--- src/msl_params.svh ---
`ifndef MSL_PARAMS_SVH
`define MSL_PARAMS_SVH

// ****************************************************************
// clock and time base
// ****************************************************************
`define MSL_CLK_NS          8
`define MSL_TICK_NS         10000000
`define MSL_TICK_CYC        (`MSL_TICK_NS / `MSL_CLK_NS)
`define MSL_TICK_W          21
`define MSL_TICKS_PER_S     100
`define MSL_GUARD_S         5
`define MSL_GUARD_TICKS     (`MSL_GUARD_S * `MSL_TICKS_PER_S)
`define MSL_DCD_OFF_S       2
`define MSL_DCD_OFF_TICKS   (`MSL_DCD_OFF_S * `MSL_TICKS_PER_S)

// ****************************************************************
// register offsets (byte addresses)
// ****************************************************************
`define MSL_OFF_CTRL        12'h000
`define MSL_OFF_DROP_MIN    12'h004
`define MSL_OFF_DRAIN       12'h008
`define MSL_OFF_CMD         12'h00C
`define MSL_OFF_STATUS      12'h010

// ****************************************************************
// field positions and reset values
// ****************************************************************
`define MSL_CTRL_W          9
`define MSL_CMD_HANGUP_BIT  0
`define MSL_RST_CTRL        9'h000
`define MSL_RST_DROP_MIN    8'h05
`define MSL_RST_DRAIN       8'h00

`endif

--- src/msl_pkg.sv ---
`default_nettype none
package msl_pkg;

   // ****************************************************************
   // control register layout, lsb is the dtr response setting
   // ****************************************************************
   typedef struct packed {
      logic       half_duplex_v23_setting;
      logic       hw_fc_en;
      logic [2:0] hs_sel;
      logic [1:0] cd_sel;
      logic [1:0] dtr_resp;
   } msl_ctrl_t;

   typedef enum logic [0:0] {
      MSL_ST_IDLE,
      MSL_ST_DRAIN
   } msl_st_t;

   typedef struct packed {
      logic        dtr_m;
      logic        dtr_s;
      logic        dtr_eff;
      logic [20:0] tick_cnt;
      logic        tick;
      logic [7:0]  low_cnt;
      logic        drop_done;
      logic        carrier_p;
      logic [15:0] guard;
      logic [15:0] dcd_off;
      logic [15:0] drain;
      msl_st_t     st;
      logic        drain_rx;
      msl_ctrl_t   ctrl;
      logic [7:0]  dtr_drop_min_time_reg;
      logic [7:0]  drain_s;
      logic        pready;
      logic        pslverr;
      logic [31:0] prdata;
      logic        dcd;
      logic        dsr;
      logic        cts;
      logic        aa_ok;
      logic        cmd_req;
      logic        hook_req;
      logic        rst_req;
      logic        autobaud_req;
      logic        disc;
      logic        drain_tx_o;
      logic        drain_rx_o;
   } msl_state_t;

endpackage
`default_nettype wire

--- src/msl_serial_ctrl.sv ---
// The placing of the registers and the APB slave port are this design's own decisions.
`timescale 1ns/1ps
`default_nettype none
`include "msl_params.svh"

// Summary of operation
// [RULE1] setting 0: ignore DTR, answer without it
// [RULE2] setting 1: DTR drop enters command state
// [RULE3] setting 2: DTR drop hangs up, autobaud
// [RULE4] setting 3: DTR drop hangs up, resets
// [RULE5] DTR drop must last programmed minimum
// [RULE6] ignore DTR rise five seconds after disconnect
// [RULE7] drain delay 0 to 255 s, reset 0
// [RULE8] DTR drop or hang-up drains transmit buffer
// [RULE9] carrier loss drains receive buffer
// [RULE10] empty buffers or zero delay: disconnect now
// [RULE11] link loss drains receive only; may discard
// [RULE12] carrier setting 0: DCD on, DSR/CTS on
// [RULE13] carrier 1, handshake 0: DCD follows carrier
// [RULE14] handshake 1, carrier 1: DSR off-hook, CTS=DCD
// [RULE15] handshake 2: DSR and CTS follow DCD
// [RULE16] handshake 3: DSR international, CTS on
// [RULE17] handshake 4: DSR and CTS international
// [RULE18] carrier 2: DCD pulses off at disconnect
// [RULE19] international DSR: on while connection exists
// [RULE20] international CTS: DTR in command, then status
// [RULE21] hardware flow control owns CTS
// [RULE22] V.23 half duplex ignores line settings
// [RULE23] synchronise DTR, time with clock counters
module msl_serial_ctrl #(
   parameter int P_TICK_CYC = `MSL_TICK_CYC
) (
   // clock and reset
   input  wire logic        i_clk,
   input  wire logic        i_rst_n,
   // apb slave
   input  wire logic        i_psel,
   input  wire logic        i_penable,
   input  wire logic        i_pwrite,
   input  wire logic [11:0] i_paddr,
   input  wire logic [31:0] i_pwdata,
   output logic [31:0]      o_prdata,
   output logic             o_pready,
   output logic             o_pslverr,
   // serial port pins
   input  wire logic        i_dtr,
   output logic             o_dcd,
   output logic             o_dsr,
   output logic             o_cts,
   // modem core status
   input  wire logic        i_carrier,
   input  wire logic        i_off_hook,
   input  wire logic        i_connecting,
   input  wire logic        i_connected,
   input  wire logic        i_cmd_state,
   input  wire logic        i_originate,
   input  wire logic        i_ans_tone,
   input  wire logic        i_tx_empty,
   input  wire logic        i_rx_empty,
   input  wire logic        i_link_loss,
   input  wire logic        i_hw_fc_cts,
   // requests to modem core
   output logic             o_aa_ok,
   output logic             o_cmd_req,
   output logic             o_hook_req,
   output logic             o_rst_req,
   output logic             o_autobaud_req,
   output logic             o_disc,
   output logic             o_drain_tx,
   output logic             o_drain_rx
);

   // ****************************************************************
   // helpers
   // ****************************************************************
   function automatic logic [2:0] msl_dec(input logic [11:0] a);
      unique case (a)
         `MSL_OFF_CTRL:     msl_dec = 3'h0;
         `MSL_OFF_DROP_MIN: msl_dec = 3'h1;
         `MSL_OFF_DRAIN:    msl_dec = 3'h2;
         `MSL_OFF_CMD:      msl_dec = 3'h3;
         `MSL_OFF_STATUS:   msl_dec = 3'h4;
         default:           msl_dec = 3'h7;
      endcase
   endfunction

   function automatic logic [15:0] msl_sec2tick(input logic [7:0] s);
      msl_sec2tick = 16'(s * `MSL_TICKS_PER_S);
   endfunction

   msl_pkg::msl_state_t s_q;
   msl_pkg::msl_state_t s_d;
   logic                drop;
   logic                hup;
   logic                rx_ev;
   logic                disc_now;
   logic                v23_on;
   logic                dsr_itu;
   logic                cts_itu;
   logic [2:0]          idx;

   // ****************************************************************
   // next state
   // ****************************************************************
   always_comb begin
      s_d              = s_q;
      s_d.cmd_req      = 1'b0;
      s_d.hook_req     = 1'b0;
      s_d.rst_req      = 1'b0;
      s_d.autobaud_req = 1'b0;
      s_d.disc         = 1'b0;
      drop             = 1'b0;
      hup              = 1'b0;
      rx_ev            = 1'b0;
      disc_now         = 1'b0;
      idx              = msl_dec(i_paddr);

      // pin synchroniser, the first stage feeds only the second
      s_d.dtr_m = i_dtr;                                   // [RULE23]
      s_d.dtr_s = s_q.dtr_m;                               // [RULE23]

      // 10 ms time base shared by all second-scale timers
      s_d.tick = (s_q.tick_cnt == `MSL_TICK_W'(P_TICK_CYC - 1));
      s_d.tick_cnt = s_d.tick ? '0 : s_q.tick_cnt + 1'b1;  // [RULE23]
      if (s_q.tick && s_q.guard != '0) begin
         s_d.guard = s_q.guard - 1'b1;
      end
      if (s_q.tick && s_q.dcd_off != '0) begin
         s_d.dcd_off = s_q.dcd_off - 1'b1;
      end

      // a rise is only accepted once the guard window has run out
      if (!s_q.dtr_s) begin
         s_d.dtr_eff = 1'b0;
      end else if (s_q.guard == '0) begin
         s_d.dtr_eff = 1'b1;                               // [RULE6]
      end

      if (s_q.dtr_eff) begin
         s_d.low_cnt   = '0;
         s_d.drop_done = 1'b0;
      end else begin
         if (s_q.tick && s_q.low_cnt != 8'hFF) begin
            s_d.low_cnt = s_q.low_cnt + 1'b1;
         end
         // tick phase runs free, so one extra tick keeps the drop at least the minimum
         if (!s_q.drop_done && (s_q.low_cnt > s_q.dtr_drop_min_time_reg
                                || s_q.dtr_drop_min_time_reg == 8'h00)) begin
            drop          = 1'b1;                          // [RULE5]
            s_d.drop_done = 1'b1;
         end
      end

      if (drop) begin
         unique case (s_q.ctrl.dtr_resp)
            2'h0: ;                                        // [RULE1]
            2'h1: s_d.cmd_req = 1'b1;                      // [RULE2]
            2'h2: begin
               s_d.hook_req     = 1'b1;                    // [RULE3]
               s_d.autobaud_req = 1'b1;
               hup              = 1'b1;                    // [RULE8]
            end
            2'h3: begin
               s_d.hook_req     = 1'b1;                    // [RULE4]
               s_d.rst_req      = 1'b1;
               s_d.autobaud_req = 1'b1;
               hup              = 1'b1;                    // [RULE8]
            end
         endcase
      end

      // ****************************************************************
      // apb slave, one wait state per access
      // ****************************************************************
      s_d.pready  = 1'b0;
      s_d.pslverr = 1'b0;
      if (i_psel && i_penable && !s_q.pready) begin
         s_d.pready  = 1'b1;
         s_d.pslverr = (idx == 3'h7);
         unique case (idx)
            3'h0:    s_d.prdata = {23'h000000, s_q.ctrl};
            3'h1:    s_d.prdata = {24'h000000, s_q.dtr_drop_min_time_reg};
            3'h2:    s_d.prdata = {24'h000000, s_q.drain_s};
            3'h4:    s_d.prdata = {22'h000000, s_q.guard != '0,
                                   s_q.dcd_off != '0, s_q.st == msl_pkg::MSL_ST_DRAIN,
                                   s_q.drain_rx, s_q.dtr_eff, s_q.aa_ok,
                                   s_q.cts, s_q.dsr, s_q.dcd, s_q.dtr_s};
            default: s_d.prdata = 32'h00000000;
         endcase
      end
      if (i_psel && i_penable && s_q.pready && i_pwrite && !s_q.pslverr) begin
         unique case (idx)
            3'h0: s_d.ctrl = msl_pkg::msl_ctrl_t'(i_pwdata[`MSL_CTRL_W-1:0]);
            3'h1: s_d.dtr_drop_min_time_reg = i_pwdata[7:0];
            3'h2: s_d.drain_s = i_pwdata[7:0];             // [RULE7]
            3'h3: hup = hup | i_pwdata[`MSL_CMD_HANGUP_BIT]; // [RULE8]
            default: ;
         endcase
      end

      // ****************************************************************
      // disconnect sequencing
      // ****************************************************************
      s_d.carrier_p = i_carrier;
      rx_ev = (s_q.carrier_p && !i_carrier && i_connected)   // [RULE9]
            || i_link_loss;                                // [RULE11]
      unique case (s_q.st)
         msl_pkg::MSL_ST_IDLE: begin
            if (hup) begin
               if (s_q.drain_s == '0 || i_tx_empty || i_cmd_state) begin
                  disc_now = 1'b1;                         // [RULE10]
               end else begin
                  s_d.st       = msl_pkg::MSL_ST_DRAIN;    // [RULE8]
                  s_d.drain_rx = 1'b0;
                  s_d.drain    = msl_sec2tick(s_q.drain_s);
               end
            end else if (rx_ev) begin
               if (s_q.drain_s == '0 || i_rx_empty || i_cmd_state) begin
                  disc_now = 1'b1;                         // [RULE10]
               end else begin
                  s_d.st       = msl_pkg::MSL_ST_DRAIN;    // [RULE9]
                  s_d.drain_rx = 1'b1;
                  s_d.drain    = msl_sec2tick(s_q.drain_s);
               end
            end
         end
         msl_pkg::MSL_ST_DRAIN: begin
            // leftover data is dropped when the delay expires
            if ((s_q.drain_rx ? i_rx_empty : i_tx_empty) || s_q.drain == '0) begin
               disc_now = 1'b1;                            // [RULE11]
            end else if (s_q.tick) begin
               s_d.drain = s_q.drain - 1'b1;
            end
         end
      endcase
      if (disc_now) begin
         s_d.st      = msl_pkg::MSL_ST_IDLE;
         s_d.disc    = 1'b1;
         s_d.guard   = 16'(`MSL_GUARD_TICKS);              // [RULE6]
         s_d.dcd_off = 16'(`MSL_DCD_OFF_TICKS);            // [RULE18]
      end
      s_d.drain_tx_o = (s_d.st == msl_pkg::MSL_ST_DRAIN) && !s_d.drain_rx;
      s_d.drain_rx_o = (s_d.st == msl_pkg::MSL_ST_DRAIN) && s_d.drain_rx;

      // ****************************************************************
      // serial control lines
      // ****************************************************************
      s_d.aa_ok = (s_q.ctrl.dtr_resp < 2'h2) || s_q.dtr_eff; // [RULE1]
      dsr_itu = i_connecting || i_connected;               // [RULE19]
      if (i_cmd_state) begin
         cts_itu = s_q.dtr_eff;                            // [RULE20]
      end else if (i_connected) begin
         cts_itu = i_carrier;                              // [RULE20]
      end else if (i_connecting) begin
         cts_itu = i_originate ? !i_ans_tone : !i_off_hook;  // [RULE20]
      end else begin
         cts_itu = 1'b0;
      end

      unique case (s_q.ctrl.cd_sel)
         2'h0:    s_d.dcd = 1'b1;                          // [RULE12]
         2'h1:    s_d.dcd = i_carrier;                     // [RULE13]
         2'h2:    s_d.dcd = (s_q.dcd_off == '0);           // [RULE18]
         default: s_d.dcd = 1'b1;
      endcase
      unique case (s_q.ctrl.hs_sel)
         3'h1: begin
            if (s_q.ctrl.cd_sel == 2'h1) begin
               s_d.dsr = i_off_hook;                       // [RULE14]
            end else begin
               s_d.dsr = s_d.dcd;                          // [RULE18]
            end
            s_d.cts = s_d.dcd;                             // [RULE14]
         end
         3'h2: begin
            s_d.dsr = s_d.dcd;                             // [RULE15]
            s_d.cts = s_d.dcd;
         end
         3'h3: begin
            s_d.dsr = dsr_itu;                             // [RULE16]
            s_d.cts = 1'b1;
         end
         3'h4: begin
            s_d.dsr = dsr_itu;                             // [RULE17]
            s_d.cts = cts_itu;
         end
         default: begin
            s_d.dsr = 1'b1;                                // [RULE12]
            s_d.cts = 1'b1;                                // [RULE12]
         end
      endcase
      v23_on = s_q.ctrl.half_duplex_v23_setting && i_connected;
      if (v23_on) begin
         s_d.dcd = i_carrier;                              // [RULE22]
         s_d.dsr = 1'b1;
         s_d.cts = 1'b1;
      end
      if (s_q.ctrl.hw_fc_en) begin
         s_d.cts = i_hw_fc_cts;                            // [RULE21]
      end
   end

   // ****************************************************************
   // state register
   // ****************************************************************
   always_ff @(posedge i_clk or negedge i_rst_n) begin
      if (!i_rst_n) begin
         s_q                       <= '0;
         s_q.drop_done             <= 1'b1;
         s_q.ctrl                  <= `MSL_RST_CTRL;
         s_q.dtr_drop_min_time_reg <= `MSL_RST_DROP_MIN;   // [RULE5]
         s_q.drain_s               <= `MSL_RST_DRAIN;      // [RULE7]
         s_q.dcd                   <= 1'b1;
         s_q.dsr                   <= 1'b1;
         s_q.cts                   <= 1'b1;
         s_q.aa_ok                 <= 1'b1;
      end else begin
         s_q <= s_d;
      end
   end

   assign o_prdata       = s_q.prdata;
   assign o_pready       = s_q.pready;
   assign o_pslverr      = s_q.pslverr;
   assign o_dcd          = s_q.dcd;
   assign o_dsr          = s_q.dsr;
   assign o_cts          = s_q.cts;
   assign o_aa_ok        = s_q.aa_ok;
   assign o_cmd_req      = s_q.cmd_req;
   assign o_hook_req     = s_q.hook_req;
   assign o_rst_req      = s_q.rst_req;
   assign o_autobaud_req = s_q.autobaud_req;
   assign o_disc         = s_q.disc;
   assign o_drain_tx     = s_q.drain_tx_o;
   assign o_drain_rx     = s_q.drain_rx_o;
endmodule
`default_nettype wire

--- config.mk ---
export PLATFORM = sky130hd
export DESIGN_NAME = msl_serial_ctrl
export DESIGN_NICKNAME = d
export VERILOG_FILES = /design/src/msl_pkg.sv /design/src/msl_serial_ctrl.sv
export VERILOG_INCLUDE_DIRS = /design/src
export SDC_FILE = /design/constraint.sdc
export NUM_CORES = 1
export LEC_CHECK = 0
export ABC_AREA = 1
export BUFFER_PORTS_ARGS = -buffer_cell sky130_fd_sc_hd__buf_2
export CORE_ASPECT_RATIO = 0.6
export CORE_MARGIN = 8
export CORE_UTILIZATION = 25
export DETAILED_ROUTE_END_ITERATION = 10
export GPL_TIMING_DRIVEN = 0
export SYNTH_ARGS = -nofsm -noshare
export SYNTH_HDL_FRONTEND = slang
export SYNTH_SLANG_ARGS = --single-unit
--- constraint.sdc ---
create_clock -name i_clk -period 3.96 [get_ports i_clk]
set_input_delay 0.396 -clock i_clk [delete_from_list [all_inputs] [get_ports i_clk]]
set_output_delay 0.396 -clock i_clk [all_outputs]
set_load 0.01 [all_outputs]
# Word-level counts from Yosys, hierarchy flattened

Index checks and enable logic that the tools add are counted.

Output and inout bits: 45
Logic and storage cells: 165
Register bits: 155

Bitwise logic cells: 2
Reductions and logical operators: 48
Add/sub/neg operators: 5
Multipliers: 1
Order comparisons: 2
Equal/unequal tests: 26
Muxes and demuxes: 47

Operator list:

| cell                    | count |
|---|---|
| $mux W18                | 4 |
| $mux W16                | 4 |
| $logic_not A16 Y1       | 3 |
| $sub A16 B1 Y16 const B | 3 |
| $pmux W10 S4            | 1 |
| $mux W34                | 1 |
| $mux W32                | 1 |
| $pmux W16 S2            | 1 |
| $reduce_bool A16 Y1     | 2 |
| $mux W1                 | 25 |
| $eq A12 B4 Y1 const B   | 2 |
| $add A21 B1 Y21 const B | 1 |
| $eq A21 B21 Y1 const B  | 1 |
| $mux W21                | 1 |
| $logic_not A8 Y1        | 2 |
| $pmux W3 S5             | 1 |
| $logic_and A1 B1 Y1     | 14 |
| $mul A8 B5 Y13 const B  | 1 |
| $eq A12 B3 Y1 const B   | 1 |
| $eq A12 B5 Y1 const B   | 1 |
| $eq A3 B2 Y1 const B    | 4 |
| $logic_not A12 Y1       | 1 |
| $eq A3 B3 Y1 const B    | 3 |
| $logic_or A1 B1 Y1      | 9 |
| 25 further kinds        | 44 |

# Depth between registers and ports, before layout

Gate-level depths: netlist of run 1.

Word-level depth: 13
Gate-level depth with buffers: 20
Mapped depth without buffers: 20

# Worst setup path before layout of run 1

Ideal clock, no wire load.

Path type: reg2reg
From: register s_q[47] (netlist name)
To: register s_q[85] (netlist name)
Stages on the path, launching flop included: 21
Path buffers: 0
Setup slack: 1.113 ns
Arrival: 2.782 ns
Setup time: 0.065 ns
Clock period less this slack: 2.847 ns
Path through: dfrtp_1 inv_1 ha_1 ha_1 inv_1 fa_1 inv_1 ha_1 a21oi_1 nand2_1 nand2_1 nand2_1 nand2_1 nand3_1 nor2_1 nand3_1 nand2_1 nand2_1 nand2_1 nand2_1 nand2_1

Cells in the longest elaborated chain, start to end: 5
Elaborated cells between the ends (all ways): 14
Classes of those cells: mul: 1; eq/ne: 2; mux: 5; reduce/logical: 6

Ends and longest elaborated chain:

| what                                                                | RTL line               | RTL |
|---|---|---|
| start: declaration                                                  | msl_serial_ctrl.sv:91  | `msl_pkg::msl_state_t s_q;` |
| $mul A8 B5 Y13 (no line) / $logic_not A8 Y1 (equally long branches) | n/a                    |  |
| $mux W18 (tied with other cells)                                    | msl_serial_ctrl.sv:218 | `if (s_q.drain_s == '0 \|\| i_rx_empty \|\| i_cmd_state) begin` |
| $mux W18 (tied with other cells)                                    | msl_serial_ctrl.sv:217 | `end else if (rx_ev) begin` |
| $mux W18 / $ne A3 B3 Y1 (equally long branches)                     | n/a                    |  |
| $pmux W16 S2 / $reduce_and A5 Y1 (equally long branches)            | n/a                    |  |

Several ways; a longest one is shown, not always the timed one. The select of a mux whose other input is x is not followed.
A chain may end at the register's enable or synchronous reset.

# Final worst setup path of run 1

From: register s_q[47] (netlist name)
To: register s_q[83] (netlist name)

Same word-level chain as after synthesis.

==> results of run 1 <==
## kinds of logic after synthesis
kind of cell,synth area share
and+or+nand+nor,0.295
buffers and inverters,0.112
DFF,0.395
AOI/OAI and AO/OA,0.0708
adders and majority gates,0.0774
xor gates and xnor gates,0.0491
other,0.000448
## cell usage in the layout, fill, tap and decap left out, types with 11 or more instances in the layout
| master | netlist | routed |
|---|---|---|
| a21oi_1 | 25 | 25 |
| buf_2 | 0 | 59 |
| buf_4 | 37 | 37 |
| clkbuf_1 | 10 | 12 |
| clkbuf_16 | 0 | 17 |
| conb_1 | 1 | 22 |
| dfrtp_1 | 125 | 125 |
| ha_1 | 47 | 47 |
| inv_1 | 157 | 157 |
| nand2_1 | 266 | 266 |
| nand3_1 | 65 | 65 |
| nand4_1 | 26 | 26 |
| nor2_1 | 137 | 137 |
| nor3_1 | 25 | 25 |
| o21ai_0 | 68 | 68 |
| xnor2_1 | 11 | 11 |
| xor2_1 | 36 | 36 |
## worst max path at each step
stage	startpoint	end	slack (ps)	cells past startpoint
detailed placement	s_q[47]$_DFFE_PN0P_	s_q[83]$_DFFE_PN0P_	700	17
global route	s_q[47]$_DFFE_PN0P_	s_q[81]$_DFFE_PN0P_	460	17
finish	s_q[47]$_DFFE_PN0P_	s_q[83]$_DFFE_PN0P_	620	17
floorplan	s_q[47]$_DFFE_PN0P_	s_q[85]$_DFFE_PN0P_	1110	20
CTS	s_q[47]$_DFFE_PN0P_	s_q[85]$_DFFE_PN0P_	690	20
global placement	i_rst_n	s_q[51]$_DFFE_PN0P_	530	1
## through the flow
stage	power, mW	hold WS (ps)
finish	3.01	114
global route	3.13	95.3
CTS	3.05	102
detailed placement	1.51	338
global placement	1.50	346
floorplan	1.44	100
## where the power goes
part / switching, mW / internal (mW) / total (mW)
combinational: 0.0826 / 0.0432 / 0.126
sequential: 0.00224 / 1.35 / 1.36
clock: 0.581 / 0.948 / 1.53
## area by class of cell
cell class | instances | area share
repair buffers | 62 | 0.0346
clock buffers | 21 | 0.0463
inverters | 162 | 0.0614
plain buffers | 48 | 0.0329
multi-input cells | 792 | 0.423
well taps | 459 | 0.0578
clock inverters | 9 | 0.0107
flip-flops and latches | 132 | 0.333
## routing by layer
metal / wire (microns) / up-vias / part of all wire / GRT usage
li1: - / 3695 / - / -
met1: 11900 / 3351 / 0.52 / 0.170
met2: 9260 / 167 / 0.41 / 0.165
met3: 1310 / 20 / 0.058 / 0.0297
met4: 306 / 0 / 0.013 / 0.0316
met5: 0 / - / 0 / 0
## flip-flops by register name, indices dropped and copies added (netlist names)
signal          count
s_d                 1
o_pslverr           1
o_drain_rx          1
o_pready            1
o_autobaud_req      1
o_aa_ok             1
o_rst_req           1
o_cts               1
o_prdata           10
o_dsr               1
o_drain_tx          1
s_q               109
o_cmd_req           1
o_dcd               1
o_disc              1
## repair_timing
action                                  4_1_cts  5_1_grt
hold endpoints to repair                     37        0
hold buffers                                  1        0
endpoints found under the setup margin        0        0
==> flow_metrics.tcl, run 1 <==
set metrics [dict create \
    status "finished clean" \
    pre_cts_ws_ps 702 \
    grt_setup_unrepaired "no" \
    ys_seq_area_frac 0.395 \
    grt_pass1_vias 6818 \
    port_buffers 60 \
    dr.pass1.iters 7 \
    drtIter0Drc 562 \
    path_max_fanout 5 \
    final-setup-viol-count 0 \
    relSlewSlack 0.578 \
    worst-setup-path-type "flop to flop" \
    design_area_sq_mm 0.00994 \
    hpwl_mm 18.1 \
    postPlaceCellArea_sq_mm 0.00936 \
    synth_edf_count 0 \
    die_x_microns 252 \
    finalHoldViolCount 0 \
    drive_gt1_frac 0.131 \
    die_h_microns 158 \
    p_per_area_mw_per_mm2 303 \
    finalSetupTns_ps 0 \
    final_cells 1685 \
    clock_path_buffers 2 \
    dieArea_sq_mm 0.0398 \
    cp_data_arrival_time_ps 3670 \
    postRouteWirelength_mm 22.8 \
    io-pin-count 106 \
    irDropWorstVdd_uv 206 \
    core_sq_mm 0.0334 \
    cts_buffers 17 \
    synth_area_per_cell_sq_um 7.53 \
    grt_pass1_wl_mm 36.5 \
    syn_to_final_growth_pct 18.7 \
    drc 0 \
    cts_tree "done" \
    postCtsSetupBuffers 0 \
    r2r_slack_ps 620 \
    hold_depth 1 \
    dp.cells 1654 \
    synth.cells.most_frequent "266 x nand2_1, 157 x inv_1, 137 x nor2_1, 125 x dfrtp_1, 68 x o21ai_0" \
    viasPerCell 4.29 \
    wire_per_inst_microns 13.5 \
    yosysUniqueCellTypes 42 \
    slew_violations 0 \
    reg2reg_depth 17 \
    cts-resized-gates 0 \
    cts.sinks 132 \
    synth_most_common_cell "nand2_1" \
    synth_area_sq_mm 0.00838 \
    yosys_warnings 0 \
    synth_flop_cell "dfrtp_1" \
    worst_skew_pair.late_latency_ps 430 \
    fillCellCount 3553 \
    worstPathCellList "inv_1 -> ha_1 -> ha_1 -> inv_1 -> fa_1 -> inv_1 -> ha_1 -> a21oi_1 -> nand2_1 -> a21oi_1 -> o21ai_0 -> xnor2_1 -> nor2_1 -> nand2_1 -> nand2_1 -> nand2_1 -> nand2_1" \
    yosysTopAreaCell "dfrtp_1" \
    fin_ws_ps 615 \
    fin_nets 1326 \
    via_count 7233 \
    slowest_stage "fa_1" \
    cap_violations 0 \
    cts_htree_levels 4 \
    seq_area_sq_mm 0.00331 \
    worst_path_most_repeated_cell "nand2_1" \
    crit_path_max_incr_delay_ps 500 \
    ant_nets 0 \
    hold_start "i_dtr" \
    required_ps 4290 \
    crit_family "adder cells" \
    synthArstFlopShare 1.00 \
    multiInputGateArea_sq_mm 0.00421 \
    ys_ff_latch 132 \
    hold_path_class "input port to flop" \
    grt_usage 0.116 \
    grt_max_degree 96 \
    synth_area_leaders "dfrtp_1 37%, nand2_1 12%, inv_1 7.0%" \
    p_leak_nw 5.09 \
    floorplan.initialDensity 0.251 \
    skew_ps 14.1 \
    min_period_ps 3340 \
    r2r_end "s_q[83]$_DFFE_PN0P_" \
    row_count 52 \
    grt-ovfl-total 0 \
    endpoint_kind "flop" \
    synth_top_area_share 0.373 \
    min_to "s_d[153]$_DFF_PN0_" \
    fmax_mhz 299 \
    critPathLaunchType "flop" \
    antenna_found_initial 0 \
    post-route-period-util 0.845 \
    worst_slew_pin_slew_ps 626 \
    gp_congestion 0.880 \
    syn_inst 1113 \
    root_buffer "clkbuf_16" \
    num_antenna_cells 0 \
    cp.buffers_inverters 3 \
    clkTransAtPathRegs_ps 60 \
    reg2reg_from "s_q[47]$_DFFE_PN0P_" \
    fin_util 0.298 \
]
No activity file was read; power rests on OpenSTA's default activity.
==> run 2, diff against run 1 <==
--- a/config.mk
+++ b/config.mk
@@ -6,7 +6,7 @@
 export SDC_FILE = /design/constraint.sdc
 export NUM_CORES = 1
 export LEC_CHECK = 0
-export ABC_AREA = 1
+export ABC_AREA = 0
 export BUFFER_PORTS_ARGS = -buffer_cell sky130_fd_sc_hd__buf_2
 export CORE_ASPECT_RATIO = 0.6
 export CORE_MARGIN = 8
==> constraint.sdc (replaced) <==
create_clock -name i_clk -period 3 [get_ports i_clk]
set_input_delay 0.3 -clock i_clk [delete_from_list [all_inputs] [get_ports i_clk]]
set_output_delay 0.3 -clock i_clk [all_outputs]
set_load 0.01 [all_outputs]
==> run 2 against run 1 <==
Net effect: the flow now finishes with violations (negative setup slack); global-route usage increased by 0.22 points; clock-buffer cell count shrank 4; sequential cell count stayed put; total power grew 46%; setup slack worse by 870 ps; via count is 14% lower; routed wire length decreased by 7.5%; final area down 4.7%; final cell count down 21%; utilization grew 2.0 points; die area down 8.9%; largest cell class unchanged.
==> flow_metrics.tcl, run 2 <==
set metrics [dict create \
    r2r_slack_ps -250 \
    synth_top_area_share 0.413 \
    synth_flop_cell "dfrtp_1" \
    fin_nets 1022 \
    reg2reg_from "s_q[48]$_DFFE_PN0P_" \
    dp.cells 1277 \
    irDropWorstVdd_uv 387 \
    io-pin-count 106 \
    min_period_ps 3250 \
    design_area_sq_mm 0.00948 \
    synth_area_per_cell_sq_um 9.60 \
    via_count 6185 \
    p_per_area_mw_per_mm2 465 \
    postPlaceCellArea_sq_mm 0.00851 \
    hold_start "i_carrier" \
    grt_pass1_vias 5771 \
    clock_path_buffers 2 \
    grt-ovfl-total 0 \
    clkTransAtPathRegs_ps 70 \
    gp_congestion 0.819 \
    slew_violations 0 \
    skew_ps 11.0 \
    synth_area_sq_mm 0.00757 \
    final-setup-viol-count 3 \
    syn_to_final_growth_pct 25.3 \
    worst_skew_pair.late_latency_ps 440 \
    p_leak_nw 4.22 \
    hold_depth 1 \
    cts_tree "done" \
    hold_path_class "input port to flop" \
    fin_util 0.317 \
    drtIter0Drc 454 \
    final_cell_mix "121 x dfrtp_1, 88 x nor2_1, 73 x nand2_1" \
    final_cells 1332 \
    cts.sinks 132 \
    ys_ff_latch 132 \
    violations "negative setup slack" \
    yosys_warnings 0 \
    synthArstFlopShare 1.00 \
    finalHoldViolCount 0 \
    grt_setup_unrepaired "yes" \
    finalSetupTns_ps -550 \
    num_antenna_cells 0 \
    grt_pass1_wl_mm 33.1 \
    wire_per_inst_microns 15.8 \
    largest_reg_flops 109 \
    worst_slew_pin_slew_ps 903 \
    drive_gt1_frac 0.236 \
    cap_violations 0 \
    relSlewSlack 0.393 \
    status "finished with violations" \
    regMostFlops "s_q" \
    die_x_microns 241 \
    synth.cells.most_frequent "125 x dfrtp_1, 89 x nor2_1, 73 x nand2_1, 47 x ha_1, 42 x inv_1" \
    worst-setup-path-type "flop to flop" \
    yosysUniqueCellTypes 69 \
    grt_max_degree 93 \
    hpwl_mm 15.7 \
    post-route-period-util 1.08 \
    pre_cts_ws_ps -647 \
    syn_inst 788 \
    root_buffer "clkbuf_16" \
    viasPerCell 4.64 \
    grt_usage 0.118 \
    required_ps 3320 \
    reg2reg_depth 14 \
    postRouteWirelength_mm 21.1 \
    antenna_found_initial 0 \
    cts_htree_levels 4 \
    ant_nets 0 \
    critPathLaunchType "flop" \
    drc 0 \
    synth_edf_count 0 \
    fmax_mhz 307 \
    fin_ws_ps -252 \
    final_common_cell "dfrtp_1" \
    yosysTopAreaCell "dfrtp_1" \
    synth_most_common_cell "dfrtp_1" \
    synth_area_leaders "dfrtp_1 41%, ha_1 7.8%, nor2_1 4.4%" \
    core_sq_mm 0.0299 \
    endpoint_kind "flop" \
    dieArea_sq_mm 0.0363 \
    dr.pass1.iters 6 \
    min_to "s_q[120]$_DFF_PN0_" \
    row_count 49 \
    port_buffers 59 \
    path_max_fanout 4 \
    cts_buffers 17 \
    die_h_microns 151 \
    r2r_end "s_q[86]$_DFFE_PN0P_" \
    ys_seq_area_frac 0.438 \
    cp_data_arrival_time_ps 3570 \
    floorplan.initialDensity 0.253 \
]
==> run 2: cell count changes in the layout (fill, tap and decap cells not counted), sizes merged, moves of 9 or more <==
cell / change
nand2: -199
nand3: -42
mux2: +9
xnor2: +22
buf: +22
o22ai: -10
inv: -104
o21ai: -25
xor2: -11
nor2: -52
nand4: -12
mux2i: +15
==> run 2: worst max path at each step <==
| stage | start | end | depth (start not counted) |
|---|---|---|---|
| 2_1_floorplan | s_q[48]$_DFFE_PN0P_ | s_q[86]$_DFFE_PN0P_ | 14 |
| 3_3_place_gp | s_q[48]$_DFFE_PN0P_ | s_q[86]$_DFFE_PN0P_ | 14 |
| 3_5_place_dp | s_q[48]$_DFFE_PN0P_ | s_q[86]$_DFFE_PN0P_ | 14 |
| 4_1_cts | s_q[48]$_DFFE_PN0P_ | s_q[86]$_DFFE_PN0P_ | 14 |
| 5_1_grt | s_q[48]$_DFFE_PN0P_ | s_q[86]$_DFFE_PN0P_ | 14 |
| 6_report | s_q[48]$_DFFE_PN0P_ | s_q[86]$_DFFE_PN0P_ | 14 |
==> run 2: worst max-delay path: stages (launching register included) <==
cell     delay [ps]
dfrtp_2         470
inv_2           110
ha_4            220
ha_4            260
inv_2            30
fa_1            480
inv_2            40
ha_4            210
nor2b_4         120
o31a_1          280
o31ai_4         230
a21oi_2         110
xnor2_2         240
a21oi_2          50
a311o_1         270
==> run 2: what timing repair did <==
action                                  CTS  global route
hold endpoints to repair                 35             0
endpoints found under the setup margin   43            19
gates resized for setup                  30            11
buffers inserted                         13             9
pin swaps                                12             6
hold buffers                              2             0
==> run 2: cell families after synthesis <==
group	after synthesis	synth area share
other cells	1	0.000496
mux	24	0.0332
xor+xnor	58	0.0671
compound gates	126	0.112
fa+ha+maj	50	0.0857
buf+inv	96	0.0668
simple gates	301	0.196
flops	132	0.438
==> run 2: area by class of cell <==
cell class	instances	area (sq um)
multi-input cells	581	4050
clock buffers	17	425
plain buffers	51	329
inverters	44	168
flip-flops and latches	132	3320
clock inverters	15	158
well taps	408	510
repair buffers	84	522
fillers	3127	20400
==> run 2: stage by stage <==
step / power (mW) / hold slack [ps]
CTS: 4.45 / 17.9
finish: 4.41 / 41.3
global placement: 2.30 / 412
global route: 4.58 / 19.3
floorplan: 2.16 / 4.41
detailed placement: 2.31 / 252
==> run 2: power by group <==
group	leakage, nW	internal, mW	switching [mW]
Sequential	1.63	1.84	0.0744
Combinational	2.31	0.156	0.224
Clock	0.288	1.18	0.932
==> run 2: routing by layer <==
layer  global-route usage  vias to the layer above  part of all wire
met5                    0                        -                 0
met4               0.0330                        0             0.011
met3               0.0364                       24             0.063
met2                0.156                      168              0.40
met1                0.179                     3014              0.52
li1                     -                     2979                 -
